`config.mk`:
```
export PLATFORM = sky130hd
export DESIGN_NAME = cfg_mem_loader
export DESIGN_NICKNAME = d
export VERILOG_FILES = /design/src/cfg_word_fifo.v /design/src/cfg_mem_loader.v
export VERILOG_INCLUDE_DIRS = /design/src
export SDC_FILE = /design/constraint.sdc
export NUM_CORES = 1
export LEC_CHECK = 0
export ABC_CLOCK_PERIOD_IN_PS = 5700
export BUFFER_PORTS_ARGS = -buffer_cell sky130_fd_sc_hd__buf_2
export CORE_MARGIN = 1
export CORE_UTILIZATION = 30
export CTS_CLUSTER_SIZE = 10
export DETAILED_ROUTE_END_ITERATION = 8
export HOLD_SLACK_MARGIN = 0.06
export PLACE_DENSITY = 0.47
export SETUP_SLACK_MARGIN = 0.3
export SYNTH_ARGS = -nofsm -noshare
export SYNTH_HDL_FRONTEND = slang
export SYNTH_SLANG_ARGS = --single-unit
```
`constraint.sdc`:
```
create_clock -name i_clock -period 5.7 [get_ports i_clock]
set_clock_uncertainty 0.15 [all_clocks]
set_input_delay 0.285 -clock i_clock [delete_from_list [all_inputs] [get_ports i_clock]]
set_output_delay 0.285 -clock i_clock [all_outputs]
set_load 0.01 [all_outputs]
```
`src/cfg_loader_map.vh`:
```
`ifndef CFG_LOADER_MAP_VH
`define CFG_LOADER_MAP_VH
// serial clock periods in ns
`define SCLK_PERIOD_SLOW_NS 4000
`define SCLK_PERIOD_FAST_NS 800
// system clock period in ns
`define CLK_PERIOD_NS 20
// half period counts in system clocks, rounded down, at least one
`define HALF_SLOW ((`SCLK_PERIOD_SLOW_NS / `CLK_PERIOD_NS) / 2)
`define HALF_FAST ((`SCLK_PERIOD_FAST_NS / `CLK_PERIOD_NS) / 2)
// bus speed field encodings
`define SPEED_25MHZ 2'h3
`define SPEED_125MHZ 2'h0
// serial read command: start bit, read opcode
`define READ_CMD 3'h6
`define ADDR_W 6
`define WORD_W 16
`define WORD_CNT 7'h40
`define BIT_CNT_W 5
`define CMD_BITS 5'h09
// data bits per word and the count value that marks the last one
`define WORD_BITS 5'h10
`define LAST_BIT 5'h01
`define FIFO_DEPTH 8
`endif

```
`src/cfg_word_fifo.v`:
```
`timescale 1ns/1ps
module cfg_word_fifo #(
  parameter WIDTH = 16,
  parameter DEPTH = 8,
  parameter AW = 3
) (
  input wire i_clock,
  input wire i_nrst,
  input wire i_in_valid,
  output wire o_in_ready,
  input wire [WIDTH-1:0] i_in_data,
  output reg o_out_valid,
  input wire i_out_ready,
  output reg [WIDTH-1:0] o_out_data
);
  reg [WIDTH-1:0] mem [0:DEPTH-1];
  reg [AW:0] wr_ptr_r;
  reg [AW:0] rd_ptr_r;
  wire full = (wr_ptr_r[AW] != rd_ptr_r[AW]) && (wr_ptr_r[AW-1:0] == rd_ptr_r[AW-1:0]);
  wire empty = (wr_ptr_r == rd_ptr_r);
  // output register refills whenever it is empty or drained
  wire pop = !empty && (!o_out_valid || i_out_ready);
  wire push = i_in_valid && !full;
  assign o_in_ready = !full;
  always @(posedge i_clock) begin
    if (push) begin
      mem[wr_ptr_r[AW-1:0]] <= i_in_data;
    end
  end
  always @(posedge i_clock) begin
    if (!i_nrst) begin
      wr_ptr_r <= {(AW+1){1'b0}};
      rd_ptr_r <= {(AW+1){1'b0}};
      o_out_valid <= 1'b0;
      o_out_data <= {WIDTH{1'b0}};
    end else begin
      if (push) begin
        wr_ptr_r <= wr_ptr_r + 1'b1;
      end
      if (pop) begin
        rd_ptr_r <= rd_ptr_r + 1'b1;
        o_out_data <= mem[rd_ptr_r[AW-1:0]];
        o_out_valid <= 1'b1;
      end else if (i_out_ready) begin
        o_out_valid <= 1'b0;
      end
    end
  end
endmodule

```
`src/cfg_mem_loader.v`:
```
`timescale 1ns/1ps
`include "cfg_loader_map.vh"
module cfg_mem_loader (
  input wire i_clock,
  input wire i_nrst,
  input wire [1:0] i_onchip_bus_speed_ctl,
  input wire i_cfg_mem_sdata,
  output reg o_cfg_mem_sdata,
  output reg o_cfg_mem_sdata_oe,
  input wire i_cfg_mem_sclk,
  output reg o_cfg_mem_sclk,
  output reg o_cfg_mem_sclk_oe,
  output reg o_cfg_mem_select,
  output reg o_mem_present,
  output reg o_big_endian,
  output reg o_busy,
  output reg o_done,
  output reg o_word_valid,
  input wire i_word_ready,
  output reg [`WORD_W-1:0] o_word_data,
  output reg [`ADDR_W-1:0] o_word_addr
);
  localparam ST_STRAP = 6'h01;
  localparam ST_IDLE = 6'h02;
  localparam ST_CMD = 6'h04;
  localparam ST_DATA = 6'h08;
  localparam ST_PUSH = 6'h10;
  localparam ST_GAP = 6'h20;
  localparam HALF_SLOW = `HALF_SLOW;
  localparam HALF_FAST = `HALF_FAST;
  reg [5:0] state_r;
  reg [6:0] div_r;
  reg [6:0] half_r;
  reg [`BIT_CNT_W-1:0] bit_r;
  reg [`ADDR_W:0] addr_r;
  reg [`WORD_W-1:0] shift_r;
  reg [`ADDR_W+2:0] cmd_r;
  reg strap_done_r;
  wire fifo_ready;
  wire fifo_valid;
  wire [`WORD_W-1:0] fifo_data;
  // bus speed picks the half period; other codes fall back to the slow rate
  always @* begin
    if (i_onchip_bus_speed_ctl == `SPEED_125MHZ) begin
      half_r = HALF_FAST[6:0];
    end else begin
      half_r = HALF_SLOW[6:0];
    end
  end
  wire tick = (div_r == half_r - 7'h01);
  wire rise = tick && !o_cfg_mem_sclk;
  wire fall = tick && o_cfg_mem_sclk;
  // sequencer: command shift, then sixteen data bits per word
  always @(posedge i_clock) begin
    if (!i_nrst) begin
      state_r <= ST_STRAP;
      div_r <= 7'h00;
      bit_r <= {`BIT_CNT_W{1'b0}};
      addr_r <= {(`ADDR_W+1){1'b0}};
      shift_r <= {`WORD_W{1'b0}};
      cmd_r <= {(`ADDR_W+3){1'b0}};
      strap_done_r <= 1'b0;
      o_cfg_mem_sdata <= 1'b0;
      o_cfg_mem_sdata_oe <= 1'b0;
      o_cfg_mem_sclk <= 1'b0;
      o_cfg_mem_sclk_oe <= 1'b0;
      o_cfg_mem_select <= 1'b0;
      o_mem_present <= 1'b0;
      o_big_endian <= 1'b0;
      o_busy <= 1'b0;
      o_done <= 1'b0;
    end else begin
      case (state_r)
        ST_STRAP: begin
          // pins still released here, so the pull levels are what we see
          o_mem_present <= i_cfg_mem_sdata;
          o_big_endian <= i_cfg_mem_sclk;
          strap_done_r <= 1'b1;
          state_r <= ST_IDLE;
        end
        ST_IDLE: begin
          o_cfg_mem_sclk_oe <= 1'b1;
          if (o_mem_present && !o_done) begin
            o_busy <= 1'b1;
            o_cfg_mem_select <= 1'b1;
            o_cfg_mem_sdata_oe <= 1'b1;
            cmd_r <= {`READ_CMD, addr_r[`ADDR_W-1:0]};
            bit_r <= `CMD_BITS;
            div_r <= 7'h00;
            state_r <= ST_CMD;
          end else begin
            o_done <= 1'b1;
            o_busy <= 1'b0;
          end
        end
        ST_CMD: begin
          div_r <= tick ? 7'h00 : div_r + 7'h01;
          if (tick) begin
            o_cfg_mem_sclk <= !o_cfg_mem_sclk;
          end
          // data changes on the falling edge, memory samples on rising
          if (fall || (div_r == 7'h00 && bit_r == `CMD_BITS && !o_cfg_mem_sclk)) begin
            if (bit_r == {`BIT_CNT_W{1'b0}}) begin
              o_cfg_mem_sdata_oe <= 1'b0;
              bit_r <= `WORD_BITS;
              state_r <= ST_DATA;
            end else begin
              o_cfg_mem_sdata <= cmd_r[`ADDR_W+2];
              cmd_r <= {cmd_r[`ADDR_W+1:0], 1'b0};
              bit_r <= bit_r - 1'b1;
            end
          end
        end
        ST_DATA: begin
          div_r <= tick ? 7'h00 : div_r + 7'h01;
          if (tick) begin
            o_cfg_mem_sclk <= !o_cfg_mem_sclk;
          end
          if (rise) begin
            shift_r <= {shift_r[`WORD_W-2:0], i_cfg_mem_sdata};
            bit_r <= bit_r - 1'b1;
            if (bit_r == `LAST_BIT) begin
              state_r <= ST_PUSH;
            end
          end
        end
        ST_PUSH: begin
          // waits here while the fifo is full, holding the clock low
          if (fall || !o_cfg_mem_sclk) begin
            o_cfg_mem_sclk <= 1'b0;
            if (fifo_ready) begin
              o_cfg_mem_select <= 1'b0;
              addr_r <= addr_r + 1'b1;
              state_r <= ST_GAP;
            end
          end else begin
            div_r <= tick ? 7'h00 : div_r + 7'h01;
          end
        end
        ST_GAP: begin
          // deselect lasts two system clocks between words: div_r still holds the tick count, so this state ends at once
          div_r <= tick ? 7'h00 : div_r + 7'h01;
          if (tick) begin
            div_r <= 7'h00;
            // address counter is one bit wider so the end count fits
            if (addr_r == `WORD_CNT) begin
              o_done <= 1'b1;
              o_busy <= 1'b0;
              state_r <= ST_IDLE;
            end else begin
              state_r <= ST_IDLE;
            end
          end
        end
        default: begin
          state_r <= ST_IDLE;
        end
      endcase
    end
  end
  // word lands in the fifo at the falling clock after the last bit, or later once the fifo has room
  wire push = (state_r == ST_PUSH) && (fall || !o_cfg_mem_sclk);
  cfg_word_fifo #(
    .WIDTH(`WORD_W),
    .DEPTH(`FIFO_DEPTH),
    .AW(3)
  ) u_fifo (
    .i_clock(i_clock),
    .i_nrst(i_nrst),
    .i_in_valid(push),
    .o_in_ready(fifo_ready),
    .i_in_data(shift_r),
    .o_out_valid(fifo_valid),
    .i_out_ready(i_word_ready && o_word_valid || !o_word_valid),
    .o_out_data(fifo_data)
  );
  // output stage registered so every port comes from a flip-flop
  reg [`ADDR_W-1:0] out_addr_r;
  always @(posedge i_clock) begin
    if (!i_nrst) begin
      o_word_valid <= 1'b0;
      o_word_data <= {`WORD_W{1'b0}};
      o_word_addr <= {`ADDR_W{1'b0}};
      out_addr_r <= {`ADDR_W{1'b0}};
    end else if (!o_word_valid || i_word_ready) begin
      o_word_valid <= fifo_valid;
      o_word_data <= fifo_data;
      if (o_word_valid) begin
        out_addr_r <= out_addr_r + 1'b1;
      end
      o_word_addr <= (o_word_valid) ? out_addr_r + 1'b1 : out_addr_r;
    end
  end
endmodule

```
==> metrics.yaml, run 1 <==
timing:
  setup_tns_ns: 0
  setup_viol: 0
  fin_crit_sh: 0.5318
  drv_slew: 0
  setup_slack_ns: 2.669
  rsz0062_at_grt: "no"
  slew_headroom: 0.3672
  finalCriticalPeriod_ns: 3.031
  hold_viol_final: 0
  maxClockFrequency_ghz: 0.3299
  worstMarginPinSlew_ns: 0.9475
yosys:
  yosysTopAreaCell: "edfxtp_1"
  synth_seq_cells: 235
  synth_nets: 747
  async_reset_ff_frac: 0
  synthCells: 730
  synth_edf_count: 128
  syn_area_um2: 9424
  synth.distinct_cells: 57
  yosysSeqAreaShare: 0.6352
  synth_top_area_frac: 0.4079
  syn_area_per_cell_um2: 12.91
  synth_warnings: 0
  ys.flop_type: "edfxtp_1"
  synth_area_leaders: "edfxtp_1, dfxtp_1, mux4_2"
floorplanning:
  ios: 39
  floorplan.rows: 64
  die_x_um: 179.2
  die-area_um2: 32130
  fp.dieH_um: 179.2
  start_util: 0.3065
  fp.coreArea_um2: 30750
min_path:
  min_path_type: "in -> reg"
  min_from: "i_word_ready"
routing:
  drc: 12
  wl_per_cell_um: 16.34
  drtPass1Iterations: 6
  drtIter0Drc: 349
  ant_nets: 0
  wl_mm: 19.38
  num_vias: 5664
  viasPerCell: 4.776
critical_path:
  r2r_start: "div_r[0]"
  crit_start: "div_r[0]"
  path_cells: "ha_1 -> nand4b_1 -> or4_1 -> a31oi_1 -> buf_4 -> nand2_1 -> nor4b_2 -> buf_4"
  path_max_fanout: 16
  required_ns: 5.78
  cp_num_buf_inv: 2
  crit_top_cell: "buf_4"
  arrival_ns: 3.11
  cpMaxStageDelayCell: "or4_1"
  slowest_delay_ns: 0.47
  startpoint_type: "flop"
  worstSetupPathType: "reg -> reg"
  critPathTopFamily: "simple AND/OR/NAND/NOR gates"
  endpoint_kind: "flop"
final_layout:
  multiInputGateArea_um2: 3257
  fillers: 3037
  nets: 789
  drive_above_1_share: 0.1696
  syn_to_final_growth_pct: 15.72
  utilization: 0.3547
  regArea_um2: 5987
  diodes: 0
  final-instance-count-excl-fill: 1186
global_routing:
  track_usage: 0.1255
  grt_first_pass_wirelength_mm: 31.46
  grt_max_degree: 51
  grt_antenna_before_repair: 0
  gr-total-overflow: 0
  first_global_vias: 5577
run_status:
  violations: "design-rule violations"
  status: "finished, violations left"
pwr:
  peakVddDrop_mv: 0.1904
  power.leakage_uw: 0.003765
  power_uw: 3774
  power_density_nw_per_um2: 346.1
placed_design:
  dp.final_hpwl_mm: 12.38
  place_ws_ns: 2.667
  numPortBuffers: 38
  place_congestion: 0.8063
  dp.cells: 1136
cts:
  cts_tree: "built"
  cts_max_level: 1
  cts_buffer_depth: 3
  cts_root_buf: "clkbuf_16"
  cts_setup_buffers: 0
  numCtsBuffers: 27
  cts.sinks: 235
  path_clk_slew_ns: 0.06
  insertion_delay_ns: 0.54
run:
  cap_violations: 0
placed cells by master (no fill, tap or decap), types with 4 or more instances in the layout:
cell type / instances
a211oi_1: 24
edfxtp_1: 128
nand2_1: 71
mux4_2: 32
nand3_1: 16
o21ai_0: 5
buf_4: 16
dfxtp_1: 106
and2_1: 9
a311oi_1: 4
nor2b_1: 4
and3_1: 4
nor3_1: 7
nand4_1: 6
clkbuf_16: 27
xor2_1: 15
nor2_1: 79
inv_1: 9
xnor2_1: 8
ha_1: 10
clkbuf_1: 17
buf_2: 38
a21oi_1: 40
nor4_1: 6
mux2i_1: 36
o21ai_1: 4
registers in the layout (all words and copies together) (netlist names), 6 cells and up:
signal             flops
out_addr_r             6
u_fifo.mem           128
o_word_data           16
cmd_r                  9
state_r                6
u_fifo.o_out_data     16
div_r                  7
addr_r                 7
shift_r               16
logic make-up after synthesis:
group           Yosys count  share of synthesized area
xor+xnor                 23                    0.02138
flops                   235                     0.6352
compound gates          105                    0.07302
simple gates            234                     0.1175
mux                      69                     0.1159
buf+inv                  54                    0.02376
fa+ha+maj                10                    0.01328
through the flow:
stage	hold WS [ns]	instance area, µm²
2_1_floorplan	0.2789	9424
3_3_place_gp	0.2885	10090
3_5_place_dp	0.2923	10090
4_1_cts	0.09155	10910
5_1_grt	0.1219	10910
6_report	0.1102	10910
cells in the mapped netlist, drive strengths merged, types with 4 or more instances:
| library cell | count |
|---|---|
| edfxtp | 128 |
| dfxtp | 107 |
| nor2 | 79 |
| nand2 | 71 |
| a21oi | 41 |
| mux2i | 36 |
| clkbuf | 33 |
| mux4 | 32 |
| a211oi | 25 |
| nand3 | 16 |
| xor2 | 15 |
| buf | 11 |
| ha | 10 |
| inv | 10 |
| nor3 | 10 |
| o21ai | 10 |
| and2 | 9 |
| nor4 | 8 |
| xnor2 | 8 |
| nand4 | 6 |
| a311oi | 4 |
| and3 | 4 |
| nor2b | 4 |
| nor3b | 4 |
| or4 | 4 |
what timing repair did:
item / CTS / global route
hold buffers: 3 / 0
resized for setup: 0 / 0
endpoints found under the hold margin: 12 / 0
layout make-up:
cell class,count,area share
Sequential cell,235,0.5490
Multi-Input combinational cell,441,0.2986
Clock buffer,46,0.07033
Tap cell,396,0.04543
Timing Repair Buffer,57,0.03121
Inverter,10,0.003557
Clock inverter,1,0.001836
power breakdown:
group	switching, µW	internal [µW]
Sequential	27.5	1820
Clock	650	908
Combinational	186	181
tightest hold or removal path, cell delays in order:
cell and delay, ns:
buf_2 0.09, nor2b_1 0.04, buf_4 0.19, nand2_1 0.08, a21oi_1 0.05
per-layer routing:
metal	wire, µm	share of wire	track usage
met1	10130	0.52	0.1872
met2	8076	0.42	0.1845
met3	736	0.038	0.02078
met4	432	0.022	0.03711
met5	0	0	0
worst paths after layout:
kind,to,slack [ns],cells past startpoint
max,u_fifo.mem[1][6],2.67,8
max reg2reg,u_fifo.mem[1][6],2.67,8
min reg2reg,o_word_data[0],0.30,2
min,o_word_data[15],0.11,5
Note: power is estimated with default switching activity, not from simulation.
==> run 2: changes to the inputs <==
Settings changed: ABC_CLOCK_PERIOD_IN_PS 5700 to 2850.
Clock period 5.7 ns to 2.85 ns, I/O delays scaled along.
==> metrics.yaml, run 2 (same netlist as run 1, synthesis figures left out) <==
cts:
  insertion_delay_ns: 0.54
  cts_buffer_depth: 3
  cts_tree: "built"
  cts_max_level: 1
  path_clk_slew_ns: 0.06
  cts.sinks: 235
  numCtsBuffers: 27
  cts_root_buf: "clkbuf_16"
floorplanning:
  fp.dieH_um: 179.2
  die-area_um2: 32130
  ios: 39
  floorplan.rows: 64
  die_x_um: 179.2
  start_util: 0.3065
  fp.coreArea_um2: 30750
timing:
  finalCriticalPeriod_ns: 2.577
  slew_headroom: 0.5756
  drv_slew: 0
  worstMarginPinSlew_ns: 0.6367
  hold_viol_final: 0
  setup_viol: 0
  maxClockFrequency_ghz: 0.3880
  rsz0062_at_grt: "yes"
  fin_crit_sh: 0.9043
placed_design:
  place_congestion: 0.8192
  numPortBuffers: 38
  placed_area_um2: 10420
  dp.final_hpwl_mm: 12.92
global_routing:
  gr-total-overflow: 0
  first_global_vias: 5671
  track_usage: 0.1300
  grt_max_degree: 53
  grt_first_pass_wirelength_mm: 32.18
  grt_antenna_before_repair: 0
pwr:
  power.leakage_uw: 0.004026
  power_uw: 7558
  power_density_nw_per_um2: 655.0
  peakVddDrop_mv: 0.5215
final_layout:
  nets: 827
  layout_commonest_cell: "edfxtp_1"
  drive_above_1_share: 0.2222
  mostFrequentLayoutCells: "edfxtp_1, dfxtp_1, nor2_1"
  final_area_um2: 11540
  multiInputGateArea_um2: 3398
  fillers: 2948
  regArea_um2: 5995
  syn_to_final_growth_pct: 22.44
  largest_reg_flops: 128
  diodes: 0
run:
  cap_violations: 0
critical_path:
  r2r_start: "div_r[0]"
  required_ns: 2.94
  arrival_ns: 2.67
  crit_start: "div_r[0]"
  path_max_fanout: 16
  startpoint_type: "flop"
  endpoint_kind: "flop"
  worstSetupPathType: "reg -> reg"
routing:
  num_vias: 5904
  wl_per_cell_um: 16.69
  drc: 16
  ant_nets: 0
  viasPerCell: 4.824
  wl_mm: 20.43
  drtPass1Iterations: 6
  drtIter0Drc: 474
run_status:
  status: "finished, violations left"
  violations: "design-rule violations"
min_path:
  min_path_type: "in -> reg"
  min_from: "i_cfg_mem_sclk"
[run 2: changes by cell type in the layout (fill, tap and decap cells not counted), sizes merged]
cell,change
clkbuf,+1
dlygate4sd3,+1
buf,+36
[run 2: final cells by class]
cell class | count | area share
Clock buffer | 46 | 0.06560
Clock inverter | 1 | 0.001735
Inverter | 10 | 0.003362
Multi-Input combinational cell | 441 | 0.2945
Sequential cell | 235 | 0.5195
Tap cell | 396 | 0.04294
Timing Repair Buffer | 95 | 0.07233
[run 2: worst paths after layout]
path,end,slack [ns],cells after the start
worst min-delay path,o_big_endian,0.23,4
worst max register to register,u_fifo.mem[5][15],0.27,10
worst min register to register,o_word_data[11],0.29,2
worst max-delay path,u_fifo.mem[5][15],0.27,10
[run 2: where the power goes]
| part | switching (µW) | internal, µW | total [µW] |
|---|---|---|---|
| registers | 60.3 | 3640 | 3700 |
| logic | 383 | 383 | 766 |
| clock network | 1300 | 1790 | 3090 |
| total | 1740 | 5820 | 7560 |
[run 2: through the flow]
stage | hold WS (ns) | setup TNS, ns | util | cells | setup slack [ns]
5_1_grt | 0.2467 | 0 | 0.3752 | 1224 | 0.1983
2_1_floorplan | 0.1364 | -0.4377 | - | 730 | -0.01368
4_1_cts | 0.2112 | 0 | 0.3717 | 1216 | 0.2510
6_report | 0.2334 | 0 | 0.3752 | 1224 | 0.2729
3_3_place_gp | 0.2313 | 0 | 0.3389 | 1151 | 0.1642
3_5_place_dp | 0.2353 | 0 | 0.3389 | 1151 | 0.1407
[run 2: repair_timing]
| action | in CTS | in global routing |
|---|---|---|
| endpoints found under the setup margin | 114 | 123 |
| gates resized for setup | 8 | 9 |
| buffers inserted | 13 | 7 |
| hold buffers | 4 | 0 |
| pin swaps | 1 | 5 |
| endpoints found under the hold margin | 56 | 0 |
| cloned | 1 | 1 |
[run 2: per-layer routing]
metal / global-route usage / up-vias / wire length (µm)
met5: 0 / - / 0
met4: 0.03746 / 0 / 384
met3: 0.02354 / 31 / 976
met2: 0.1923 / 118 / 8755
met1: 0.1921 / 2874 / 10310
li1: - / 2881 / -
[run 2: critical path, stage by stage, from the launching register on]
cell	delay [ns]
dfxtp_4	0.36
ha_4	0.13
nand4b_1	0.14
or4_4	0.46
a31oi_4	0.17
buf_12	0.14
nand3_2	0.07
buf_6	0.15
buf_12	0.12
nor3b_4	0.20
buf_12	0.19
